**config.mk**
```make
export PLATFORM = sky130hd
export DESIGN_NAME = mq_read_port
export DESIGN_NICKNAME = d
export VERILOG_FILES = /design/src/verilog/mq_pkg.sv /design/src/verilog/mq_read_port.sv /design/src/verilog/mq_cfg_chain.sv
export VERILOG_INCLUDE_DIRS = /design/src /design/src/verilog
export SDC_FILE = /design/constraint.sdc
export NUM_CORES = 1
export LEC_CHECK = 0
export ABC_AREA = 1
export BUFFER_PORTS_ARGS = -buffer_cell sky130_fd_sc_hd__clkbuf_2
export CORE_AREA = 2 2 172 174
export CTS_CLUSTER_DIAMETER = 120
export DETAILED_ROUTE_END_ITERATION = 16
export DIE_AREA = 0 0 174 176
export GPL_ROUTABILITY_DRIVEN = 0
export RECOVER_POWER = 25
export SLEW_MARGIN = 10
export SYNTH_ARGS = -nofsm -noshare
export SYNTH_HDL_FRONTEND = slang
export SYNTH_SLANG_ARGS = --single-unit
```
**constraint.sdc**
```tcl
create_clock -name ref_clk -period 2.6 [get_ports ref_clk]
set_clock_uncertainty 0.05 [all_clocks]
set_input_delay 0.52 -clock ref_clk [delete_from_list [all_inputs] [get_ports ref_clk]]
set_output_delay 0.52 -clock ref_clk [all_outputs]
set_load 0.005 [all_outputs]
```
**src/verilog/mq_defines.svh**
```systemverilog
`ifndef MQ_DEFINES_SVH
`define MQ_DEFINES_SVH

`define MQ_ADDR_W 8
`define MQ_QIDX_W 5
`define MQ_QUAD_W 4
`define MQ_ID_W 3
`define MQ_ID_LSB 5
`define MQ_FLAG_W 8
`define MQ_QUEUES 128
`define MQ_DATA_W 40
`define MQ_CFG_BITS 64
`define MQ_CFG_CNT_W 7
`define MQ_QUEUE_RST 5'h00
`define MQ_QUAD_RST 4'h0

`endif

```
**src/verilog/mq_pkg.sv**
```systemverilog
`include "mq_defines.svh"

package mq_pkg;

  // Read side pins sampled together
  typedef struct packed {
    logic clk;
    logic en_n;
    logic cs_n;
    logic sel;
    logic qstr;
    logic [`MQ_ADDR_W-1:0] addr;
  } mq_rd_pins_s;

  // Serial chain pins sampled together
  typedef struct packed {
    logic clk;
    logic en_n;
    logic data;
  } mq_ser_pins_s;

  typedef enum logic [1:0] {
    MQ_CFG_IDLE,
    MQ_CFG_SHIFT,
    MQ_CFG_DONE
  } mq_cfg_e;

endpackage

```
**src/verilog/mq_read_port.sv**
```systemverilog
// Function
// RL1: A queue word is read on a read-clock edge only with read enable low.
// RL2: Queue selection is taken regardless of read enable.
// RL3: New queue data appears on the second read-clock edge after selection.
// RL4: Flag bus polling and quadrant selection need no read enable.
// RL5: Data bus is driven only with chip select and read enable both low.
// RL6: Chip select is ignored during master reset.
// RL7: Read address bus is 8 bits, for queue or quadrant selection.
// RL8: Low five address bits name the queue.
// RL9: Upper three address bits must match the device code to act.
// RL10: Quadrant comes from the low four bits; bit four ignored.
// RL11: Empty flag and flag bus change on the read clock.
// RL12: Expansion token out and in are timed by the read clock.
// RL13: Controller supplies a free-running read clock.
// RL14: Serial bit shifts in on serial-clock edge while chain enable is low.
// RL15: All chained devices share one serial clock source.
// RL16: Chain done output follows enable input once programming is done.
// RL17: Normal reads start only after the chain done output went low.
// RL18: First enable comes from controller, later ones from previous device.
// RL19: After loading, serial data passes through to the next device.
// RL20: Setup registers are shift registers fed from serial data.
// RL21: Controller watches the last device's done output for completion.
// RL22: Queue on the address bus is taken when select strobe is high.
// RL23: Controller never raises both strobes together or before programming.
// RL24: Direct mode takes the quadrant when the quadrant strobe is high.
// RL25: A non-matching device keeps its queue and floats its data bus.
`include "mq_defines.svh"

module mq_read_port
  import mq_pkg::*;
#(
  parameter int QUEUES = `MQ_QUEUES,
  parameter int DATA_W = `MQ_DATA_W,
  parameter int CFG_BITS = `MQ_CFG_BITS
) (
  input wire logic ref_clk,
  input wire logic rst_b,
  input wire logic master_reset_n,
  input wire logic read_clk,
  input wire logic read_en_n,
  input wire logic read_chip_select_n,
  input wire logic read_queue_select_strobe,
  input wire logic empty_quadrant_strobe,
  input wire logic [`MQ_ADDR_W-1:0] read_queue_address,
  input wire logic [`MQ_ID_W-1:0] device_select_code,
  input wire logic flag_direct_mode,
  input wire logic serial_prog_mode,
  input wire logic serial_clk,
  input wire logic config_chain_enable_in,
  input wire logic serial_data_in,
  input wire logic expansion_token_in,
  input wire logic [DATA_W-1:0] queue_word,
  input wire logic [QUEUES-1:0] queue_empty,
  input wire logic [QUEUES-1:0] queue_almost_empty,
  output logic [`MQ_QIDX_W-1:0] read_queue,
  output logic read_pop,
  output logic [DATA_W-1:0] read_data,
  output logic read_data_oe,
  output logic empty_flag_n,
  output logic [`MQ_FLAG_W-1:0] almost_empty_flag_bus,
  output logic almost_empty_flag_oe,
  output logic expansion_token_out,
  output logic config_chain_done_out,
  output logic serial_data_out,
  output logic [CFG_BITS-1:0] config_word
);

  initial begin
    if (QUEUES != `MQ_FLAG_W << `MQ_QUAD_W || DATA_W < 1) begin
      $error("mq_read_port: unsupported QUEUES or DATA_W");
    end
  end

  // ****************************************
  // Pin synchronisers
  // ****************************************
  mq_rd_pins_s rd_m, rd_s;
  mq_ser_pins_s ser_m, ser_s;
  logic [`MQ_ID_W+3:0] misc_m, misc_s;
  logic rclk_d, sclk_d;

  wire mq_rd_pins_s rd_raw = '{read_clk, read_en_n, read_chip_select_n,
                               read_queue_select_strobe, empty_quadrant_strobe,
                               read_queue_address};
  wire mq_ser_pins_s ser_raw = '{serial_clk, config_chain_enable_in, serial_data_in};
  wire [`MQ_ID_W+3:0] misc_raw = {device_select_code, flag_direct_mode,
                                  serial_prog_mode, master_reset_n, expansion_token_in};

  always_ff @(posedge ref_clk or negedge rst_b) begin
    if (!rst_b) begin
      rd_m <= '0;
      rd_s <= '0;
      ser_m <= '0;
      ser_s <= '0;
      misc_m <= '0;
      misc_s <= '0;
      rclk_d <= 1'b0;
      sclk_d <= 1'b0;
    end else begin
      rd_m <= rd_raw;
      rd_s <= rd_m;
      ser_m <= ser_raw;
      ser_s <= ser_m;
      misc_m <= misc_raw;
      misc_s <= misc_m;
      rclk_d <= rd_s.clk;
      sclk_d <= ser_s.clk;
    end
  end

  wire [`MQ_ID_W-1:0] id_pins = misc_s[`MQ_ID_W+3:4];
  wire direct_pin = misc_s[3];
  wire serial_pin = misc_s[2];
  wire mrs_act = !misc_s[1];
  wire token_in = misc_s[0];
  // Read clock must run free; edges are seen by sampling
  wire rclk_rise = rd_s.clk && !rclk_d; // RL11 RL12 RL13
  wire sclk_rise = ser_s.clk && !sclk_d;

  // ****************************************
  // Straps sampled during master reset, held after it
  // ****************************************
  logic [`MQ_ID_W-1:0] id_code;
  logic direct_mode;
  logic serial_mode;

  always_ff @(posedge ref_clk or negedge rst_b) begin
    if (!rst_b) begin
      id_code <= '0;
      direct_mode <= 1'b0;
      serial_mode <= 1'b0;
    end else if (mrs_act) begin
      id_code <= id_pins;
      direct_mode <= direct_pin;
      serial_mode <= serial_pin;
    end
  end

  logic cfg_done;

  mq_cfg_chain #(
    .CFG_BITS(CFG_BITS)
  ) u_cfg (
    .ref_clk(ref_clk),
    .rst_b(rst_b),
    .mrs_act(mrs_act),
    .serial_mode(serial_mode),
    .sclk_rise(sclk_rise),
    .config_chain_enable_in_n(ser_s.en_n),
    .si(ser_s.data),
    .cfg_done(cfg_done),
    .config_chain_done_out_n(config_chain_done_out),
    .so(serial_data_out),
    .cfg_word(config_word)
  );

  // Sticky: reads wait for the done output, not only for the shifter
  logic prog_ready;
  always_ff @(posedge ref_clk or negedge rst_b) begin
    if (!rst_b) begin
      prog_ready <= 1'b0;
    end else if (mrs_act) begin
      prog_ready <= 1'b0;
    end else if (cfg_done && !config_chain_done_out) begin
      prog_ready <= 1'b1; // RL17
    end
  end

  // ****************************************
  // Address decode
  // ****************************************
  function automatic logic mq_id_hit(input logic [`MQ_ADDR_W-1:0] a,
                                     input logic [`MQ_ID_W-1:0] id);
    mq_id_hit = a[`MQ_ADDR_W-1:`MQ_ID_LSB] == id;
  endfunction

  wire live = rclk_rise && prog_ready && !mrs_act; // RL17
  wire sel_take = live && rd_s.sel; // RL2 RL22
  wire sel_hit = sel_take && mq_id_hit(rd_s.addr, id_code); // RL9
  wire sel_miss = sel_take && !mq_id_hit(rd_s.addr, id_code); // RL25
  wire quad_take = live && direct_mode && rd_s.qstr &&
                   mq_id_hit(rd_s.addr, id_code); // RL4 RL24
  wire ren_act = !rd_s.en_n;

  logic [`MQ_QIDX_W-1:0] pend_q;
  logic pend;
  logic load;
  logic dev_sel;
  logic tok_seen;
  logic [`MQ_QUAD_W-1:0] quad;

  // ****************************************
  // Queue selection and read pipeline
  // ****************************************
  always_ff @(posedge ref_clk or negedge rst_b) begin
    if (!rst_b) begin
      pend_q <= `MQ_QUEUE_RST;
      pend <= 1'b0;
      load <= 1'b0;
      dev_sel <= 1'b0;
      read_queue <= `MQ_QUEUE_RST;
      expansion_token_out <= 1'b0;
    end else if (mrs_act) begin
      pend <= 1'b0;
      load <= 1'b0;
      dev_sel <= 1'b0;
      read_queue <= `MQ_QUEUE_RST;
      expansion_token_out <= 1'b0;
    end else if (rclk_rise) begin
      expansion_token_out <= 1'b0;
      if (sel_hit) begin
        pend_q <= rd_s.addr[`MQ_QIDX_W-1:0]; // RL7 RL8
        dev_sel <= 1'b1;
      end else if (sel_miss && dev_sel) begin
        dev_sel <= 1'b0; // RL25
        expansion_token_out <= 1'b1; // RL12
      end
      pend <= sel_hit;
      load <= pend;
      if (pend) begin
        read_queue <= pend_q;
      end
    end
  end

  // Read fires on a read-clock edge only, with read enable low
  assign read_pop = live && ren_act && dev_sel && !pend && !load; // RL1

  // ****************************************
  // Data, flags and token
  // ****************************************
  wire [`MQ_QUEUES/`MQ_FLAG_W*`MQ_FLAG_W-1:0] ae_all = queue_almost_empty;
  wire [`MQ_FLAG_W-1:0] ae_quad = ae_all[{quad, 3'b000} +: `MQ_FLAG_W];

  always_ff @(posedge ref_clk or negedge rst_b) begin
    if (!rst_b) begin
      read_data <= '0;
      empty_flag_n <= 1'b0;
      almost_empty_flag_bus <= '1;
      quad <= `MQ_QUAD_RST;
      tok_seen <= 1'b0;
    end else if (mrs_act) begin
      empty_flag_n <= 1'b0;
      almost_empty_flag_bus <= '1;
      quad <= `MQ_QUAD_RST;
      tok_seen <= 1'b0;
    end else if (rclk_rise) begin
      if ((load || read_pop) && cfg_done) begin
        read_data <= queue_word; // RL3 RL1
      end
      empty_flag_n <= !queue_empty[read_queue]; // RL11
      almost_empty_flag_bus <= ~ae_quad; // RL11
      tok_seen <= token_in; // RL12
      if (quad_take) begin
        quad <= rd_s.addr[`MQ_QUAD_W-1:0]; // RL10 RL24
      end else if (!direct_mode && cfg_done) begin
        quad <= quad + `MQ_QUAD_W'(1); // RL4
      end
    end
  end

  // Chip select is a don't care during master reset
  assign read_data_oe = !mrs_act && dev_sel && !rd_s.cs_n && ren_act; // RL5 RL6
  // Bus floats when another device holds the read side
  assign almost_empty_flag_oe = !mrs_act && (dev_sel || tok_seen);
endmodule // mq_read_port

```
**src/verilog/mq_cfg_chain.sv**
```systemverilog
`include "mq_defines.svh"

module mq_cfg_chain
  import mq_pkg::*;
#(
  parameter int CFG_BITS = `MQ_CFG_BITS
) (
  input wire logic ref_clk,
  input wire logic rst_b,
  input wire logic mrs_act,
  input wire logic serial_mode,
  input wire logic sclk_rise,
  input wire logic config_chain_enable_in_n,
  input wire logic si,
  output logic cfg_done,
  output logic config_chain_done_out_n,
  output logic so,
  output logic [CFG_BITS-1:0] cfg_word
);

  initial begin
    if (CFG_BITS < 2 || CFG_BITS > (1 << `MQ_CFG_CNT_W)) begin
      $error("mq_cfg_chain: CFG_BITS out of range");
    end
  end

  mq_cfg_e state;
  logic [`MQ_CFG_CNT_W-1:0] cnt;
  wire shift_take = sclk_rise && !config_chain_enable_in_n && state == MQ_CFG_SHIFT;
  wire last_bit = cnt == `MQ_CFG_CNT_W'(CFG_BITS - 1);

  // ****************************************
  // Setup shift register
  // ****************************************
  always_ff @(posedge ref_clk or negedge rst_b) begin
    if (!rst_b) begin
      state <= MQ_CFG_IDLE;
      cnt <= '0;
      cfg_word <= '0;
    end else if (mrs_act) begin
      state <= MQ_CFG_IDLE;
      cnt <= '0;
    end else begin
      unique case (state)
        MQ_CFG_IDLE: begin
          // Without serial mode the word already in cfg_word stands at once
          state <= serial_mode ? MQ_CFG_SHIFT : MQ_CFG_DONE;
        end
        MQ_CFG_SHIFT: begin
          if (shift_take) begin
            cfg_word <= {cfg_word[CFG_BITS-2:0], si}; // RL14 RL20
            cnt <= cnt + `MQ_CFG_CNT_W'(1);
            if (last_bit) begin
              state <= MQ_CFG_DONE;
            end
          end
        end
        MQ_CFG_DONE: begin
          state <= MQ_CFG_DONE;
        end
      endcase
    end
  end

  assign cfg_done = state == MQ_CFG_DONE;

  // Registered so both outputs stand glitch free
  always_ff @(posedge ref_clk or negedge rst_b) begin
    if (!rst_b) begin
      config_chain_done_out_n <= 1'b1;
      so <= 1'b0;
    end else begin
      config_chain_done_out_n <= cfg_done ? config_chain_enable_in_n : 1'b1; // RL16
      so <= cfg_done ? si : cfg_word[CFG_BITS-1]; // RL19
    end
  end
endmodule // mq_cfg_chain

```
==> results.py, run 1 <==
metrics = {
    "run_status": {
        "status": "completed",
    },
    "timing": {
        "setup_viol": 0,
        "fin_crit_ps": 2230,
        "worst_pin_slew_ps": 1340,
        "setup_tns_ps": 0,
        "rsz0062_at_grt": "no",
        "drv_slew": 0,
        "final_hold_viol_count": 0,
        "post-route-period-util": 0.859,
        "fmax_ghz": 0.448,
        "fin_ws_ps": 366,
        "max_slew_margin": 0.109,
    },
    "yosys": {
        "synth_nets": 1255,
        "synth_compound_area_frac": 0.0929,
        "synth_simple_gate_area_frac": 0.195,
        "yosysTopAreaCell": "dfrtp_1",
        "ys_seq_area_frac": 0.569,
        "ys_top_cells_by_area": "dfrtp_1 54%, nand2_1 8.4%, mux2_2 8.2%",
        "syn_area_um2": 8690,
        "ys.warnings.count": 0,
        "syn_inst": 930,
        "yosysTopAreaCellShare": 0.541,
        "synth_fa_ha_area_frac": 0.00576,
        "synth_top_family_by_area": "simple AND/OR/NAND/NOR gates",
        "synth-xor-area-share": 0.00504,
        "synth_top_cells_by_count": "195 x nand2_1, 188 x dfrtp_1, 123 x nor2_1",
        "async_reset_ff_frac": 1.00,
        "synth-edff-count": 0,
        "avgSynthCellArea_um2": 9.34,
        "ys_types": 31,
        "ys_ff_latch": 197,
        "synth_most_common_cell": "nand2_1",
        "muxShareOfSynthArea": 0.0816,
        "synth_ff_type": "dfrtp_1",
    },
    "clocking": {
        "clock_sinks": 197,
        "hold_buffers": 1,
        "cts_buffers": 17,
        "post_cts_buffers": 0,
        "cts_max_level": 4,
        "clk_path_buf_depth": 2,
        "cts-root-buf": "clkbuf_16",
        "clk-insertion-delay-late_ps": 420,
        "tritoncts": "done",
        "cts_resized": 0,
        "cts.clk_slew.worst_paths_ps": 80,
    },
    "pwr": {
        "power.leakage_uw": 0.00589,
        "ir_drop_mv": 0.403,
        "p_per_area_nw_per_um2": 565,
        "total_power_uw": 6470,
    },
    "drt": {
        "drtIter0Drc": 332,
        "ant_nets": 0,
        "post_drt_via_cell_ratio": 4.59,
        "drcViolationCount": 0,
        "wirelength_mm": 24.9,
        "post_drt_wl_per_cell_um": 15.0,
        "drt-pass1-iter-count": 4,
        "vias": 7605,
    },
    "worst_setup_path": {
        "cp_slowest_stage_delay_ps": 350,
        "rr_worst_depth": 8,
        "crit_type": "flip-flop to output port",
        "reg2reg_to": "u_cfg.cfg_word[61]",
        "worstPathRequired_ps": 2030,
        "timing.rr.start": "u_cfg.state[1]",
        "startpoint_type": "flip-flop",
        "r2r_slack_ps": 640,
        "crit_path_end": "read_pop",
        "cp.arrival_ps": 1660,
        "path_max_fanout": 2,
        "path_cells": "inv_1 > nor2_1 > inv_1 > nor2_4 > nand2_2 > inv_2 > nand2_1 > nor2_1 > clkbuf_2",
        "critPathLaunch": "rd_s[12]",
        "cp.depth": 9,
        "path_buf_inv": 4,
        "crit_family": "simple AND/OR/NAND/NOR gates",
        "end_kind": "output port",
        "cpMaxStageDelayCell": "dfrtp_1",
    },
    "floorplanning": {
        "start_util": 0.304,
        "fp.dieH_um": 176,
        "num_rows": 62,
        "die_w_um": 174,
        "core_um2": 28500,
        "num_io_pins": 445,
        "die-area_um2": 30600,
    },
    "grt": {
        "grt_overflow_total": 0,
        "grt_max_degree": 69,
        "grt_use_total": 0.159,
        "first_global_vias": 7456,
        "grt_pass1_wl_mm": 39.0,
        "antenna_found_initial": 0,
    },
    "final_layout": {
        "nNetsFinal": 1586,
        "stdcell_area_um2": 11400,
        "diodes": 0,
        "drive_gt1_frac": 0.372,
        "syn2layout_area_growth_pct": 31.6,
        "layoutNonFillerInstCount": 1658,
    },
    "placed_design": {
        "dp_slack_ps": 628,
        "place_inst": 1625,
        "dpl.hpwl_mm": 18.7,
        "place.port_buffers": 348,
        "placed_cell_area_um2": 10900,
    },
    "worst_hold_path": {
        "hold_path_class": "primary input to flip-flop",
    },
    "run": {
        "cap_violations": 0,
    },
}
## per-layer routing
layer	vias up	share of wire	global-route usage
li1	3725	-	-
met1	3535	0.40	0.187
met2	305	0.49	0.272
met3	40	0.078	0.0487
met4	0	0.032	0.0623
met5	-	0	0
## how the worst min path moves through the flow
stage | start | end | depth (start not counted)
after floorplan | rst_b | dev_sel | 0
after global placement | misc_m[5] | misc_s[5] | 0
after detailed placement | misc_m[4] | misc_s[4] | 0
after CTS | read_queue_address[7] | rd_m[7] | 1
after global routing | read_queue_address[7] | rd_m[7] | 1
final | read_queue_address[7] | rd_m[7] | 1
## where the power goes
group	internal, uW	switching [uW]	total (uW)
combinational	288	443	731
sequential	3150	37.5	3180
clock	1300	1250	2550
total	4740	1730	6470
## sequential cells by signal, summed over array words and instances, names as in the netlist, 2 cells and up
name,cells
almost_empty_flag_bus,8
id_code,3
misc_m,7
misc_s,7
pend_q,5
quad,4
rd_m,13
rd_s,13
read_data,40
read_queue,5
ser_m,3
ser_s,3
u_cfg.cfg_word,64
u_cfg.cnt,7
u_cfg.state,2
## cell families (layout without fill, tap and decap cells)
| group | count (synthesis) | count (layout) |
|---|---|---|
| compound gates | 141 | 141 |
| xor+xnor | 5 | 5 |
| fa+ha+maj | 4 | 4 |
| buf+inv | 107 | 451 |
| flops | 197 | 197 |
| mux | 63 | 63 |
| simple gates | 413 | 413 |
## layout make-up
cell class | count | area (um2)
clock buffer | 19 | 443
clock inverter | 13 | 135
fill | 2882 | 17100
inverter | 54 | 203
multi-input combinational | 626 | 3310
sequential | 197 | 4940
tap | 384 | 480
timing repair buffer | 365 | 1930
## layout by cell type (no fill, tap or decap), types with 4 or more instances in the layout
cell type,instances
clkbuf_2,347
nand2_1,195
dfrtp_1,187
nor2_1,122
nand3_1,86
o21ai_0,73
mux2_2,63
inv_1,48
o211ai_1,32
a21oi_1,21
clkbuf_16,17
dfstp_2,9
buf_4,8
xor2_1,5
o22ai_1,5
buf_12,5
clkinv_1,4
o21ai_1,4
o31ai_1,4
ha_1,4
clkbuf_1,4
inv_8,4
## stage by stage
step	utilization	hold slack, ps
5_1_grt	0.401	122
2_1_floorplan	-	174
6_report	0.401	147
4_1_cts	0.402	123
3_5_place_dp	0.381	285
3_3_place_gp	0.381	283
(Power assumes the default switching activity.)
==> inputs of run 2 (changes only) <==
Settings changed: RECOVER_POWER 25 to 100, SETUP_SLACK_MARGIN set to 0.02.
==> run 2 against run 1 <==
Against the previous run:
- sequential share of layout area increased by 0.56 points
- sequential power about the same
- register-to-register slack got worse by 190 ps
- hold slack about the same
- routed wire length about the same
- clock power about the same
- highest routed layer unchanged
==> results.py, run 2 (same netlist as run 1, synthesis figures left out) <==
metrics = {
    "final_layout": {
        "regArea_um2": 4940,
        "diodes": 0,
        "mostFrequentLayoutCell": "clkbuf_2",
        "drive_gt1_frac": 0.293,
        "nNetsFinal": 1586,
        "largest_registers": "u_cfg.cfg_word (64), read_data (40)",
        "largest-register": "u_cfg.cfg_word",
        "layout_common_cells": "260 x clkbuf_2, 197 x nand2_1, 187 x dfrtp_1, 123 x nor2_1, 92 x clkbuf_1",
        "fillCellCount": 2933,
        "syn2layout_area_growth_pct": 30.0,
        "largest_register_ff_count": 64,
        "multiInputGateArea_um2": 3290,
    },
    "clocking": {
        "clk-insertion-delay-late_ps": 420,
        "cts.clk_slew.worst_paths_ps": 80,
        "clock_sinks": 197,
        "clk_path_buf_depth": 2,
        "tritoncts": "done",
        "cts_buffers": 17,
        "post_cts_buffers": 0,
        "cts_max_level": 4,
        "cts-root-buf": "clkbuf_16",
    },
    "pwr": {
        "total_power_uw": 6460,
        "p_per_area_nw_per_um2": 572,
        "power.leakage_uw": 0.00560,
        "ir_drop_mv": 0.404,
    },
    "drt": {
        "post_drt_wl_per_cell_um": 15.0,
        "post_drt_via_cell_ratio": 4.57,
        "vias": 7582,
        "drtIter0Drc": 376,
        "drcViolationCount": 0,
        "drt-pass1-iter-count": 4,
        "wirelength_mm": 24.8,
        "ant_nets": 0,
    },
    "worst_setup_path": {
        "r2r_slack_ps": 450,
        "cp_slowest_stage_delay_ps": 350,
        "rr_worst_depth": 7,
        "cp.depth": 9,
        "crit_family": "simple AND/OR/NAND/NOR gates",
        "cp.arrival_ps": 1670,
        "critPathLaunch": "rd_s[12]",
        "cpMaxStageDelayCell": "dfrtp_1",
        "crit_path_end": "read_pop",
        "path_max_fanout": 2,
        "path_buf_inv": 4,
        "crit_type": "flip-flop to output port",
        "timing.rr.start": "id_code[2]",
        "path_cells": "inv_1 > nor2_1 > inv_1 > nor2_4 > nand2_1 > inv_2 > nand2_1 > nor2_1 > clkbuf_2",
        "startpoint_type": "flip-flop",
        "reg2reg_to": "quad[0]",
        "end_kind": "output port",
        "worstPathRequired_ps": 2030,
    },
    "timing": {
        "fin_hold_ws_ps": 148,
        "drv_slew": 0,
        "fmax_ghz": 0.447,
        "worst_pin_slew_ps": 1310,
        "final_hold_viol_count": 0,
        "rsz0062_at_grt": "no",
        "setup_tns_ps": 0,
        "max_slew_margin": 0.124,
        "setup_viol": 0,
        "fin_crit_ps": 2240,
        "post-route-period-util": 0.860,
    },
    "floorplanning": {
        "num_rows": 62,
        "core_um2": 28500,
        "start_util": 0.304,
        "num_io_pins": 445,
        "die-area_um2": 30600,
        "die_w_um": 174,
        "fp.dieH_um": 176,
    },
    "grt": {
        "grt_max_degree": 69,
        "gr-usage-met2": 0.272,
        "grt_use_total": 0.159,
        "grt_pass1_wl_mm": 39.0,
        "top_usage_layer": "met2",
        "grtUsageMet3": 0.0487,
        "first_global_vias": 7456,
        "grtUsageMet1": 0.187,
        "grt_overflow_total": 0,
        "antenna_found_initial": 0,
    },
    "placed_design": {
        "place.port_buffers": 348,
        "dpl.hpwl_mm": 18.7,
    },
    "worst_hold_path": {
        "hold_path_class": "primary input to flip-flop",
    },
    "run_status": {
        "status": "completed",
    },
    "run": {
        "cap_violations": 0,
    },
}
-- run 2: cell types whose count changed in the layout (fill, tap and decap cells not counted), sizes merged --
cell	change
buf	-1
clkbuf	+1
-- run 2: layer usage --
metal / share of wire / vias up / wire length (um)
met5: 0 / - / 0
met3: 0.076 / 39 / 1900
met1: 0.40 / 3549 / 10000
li1: - / 3723 / -
met2: 0.49 / 271 / 12100
met4: 0.033 / 0 / 826
-- run 2: per-stage QoR --
step	area (um2)	setup slack [ps]	util	instances
floorplan	8690	841	-	930
global placement	10900	668	0.381	1625
detailed placement	10900	628	0.381	1625
CTS	11500	289	0.402	1658
global route	11300	121	0.396	1658
finish	11300	364	0.396	1658
-- run 2: worst min path at each step --
stage,end,cells after the start,from
after floorplan,dev_sel,0,rst_b
after global placement,misc_s[5],0,misc_m[5]
after detailed placement,misc_s[4],0,misc_m[4]
after CTS,rd_m[7],1,read_queue_address[7]
after global routing,rd_m[7],1,read_queue_address[7]
final,rd_m[7],1,read_queue_address[7]
-- run 2: worst register-to-register path: cells and delay by family, from the launching register on --
family	cells	cell delay, ps
AO/OA/AOI/OAI	1	80
XOR/XNOR	1	160
flip-flops	1	390
AND/OR/NAND/NOR	5	1360
-- run 2: area by class of cell --
type | instances | share of cell area
well taps | 384 | 0.0425
clock inverters | 13 | 0.0120
flip-flops and latches | 197 | 0.438
clock buffers | 19 | 0.0392
repair buffers | 365 | 0.160
inverters | 54 | 0.0179
multi-input cells | 626 | 0.291
-- run 2: power by group --
part	internal [uW]	switching [uW]	total (uW)	leakage [uW]
clock	1310	1260	2560	0.000274
combinational	281	439	720	0.00295
sequential	3140	37.5	3180	0.00238
total	4730	1740	6460	0.00560
-- run 2: what timing repair did --
action,in CTS,in global routing
endpoints found under the hold margin,17,0
hold buffers,1,0
gates resized for setup,0,0
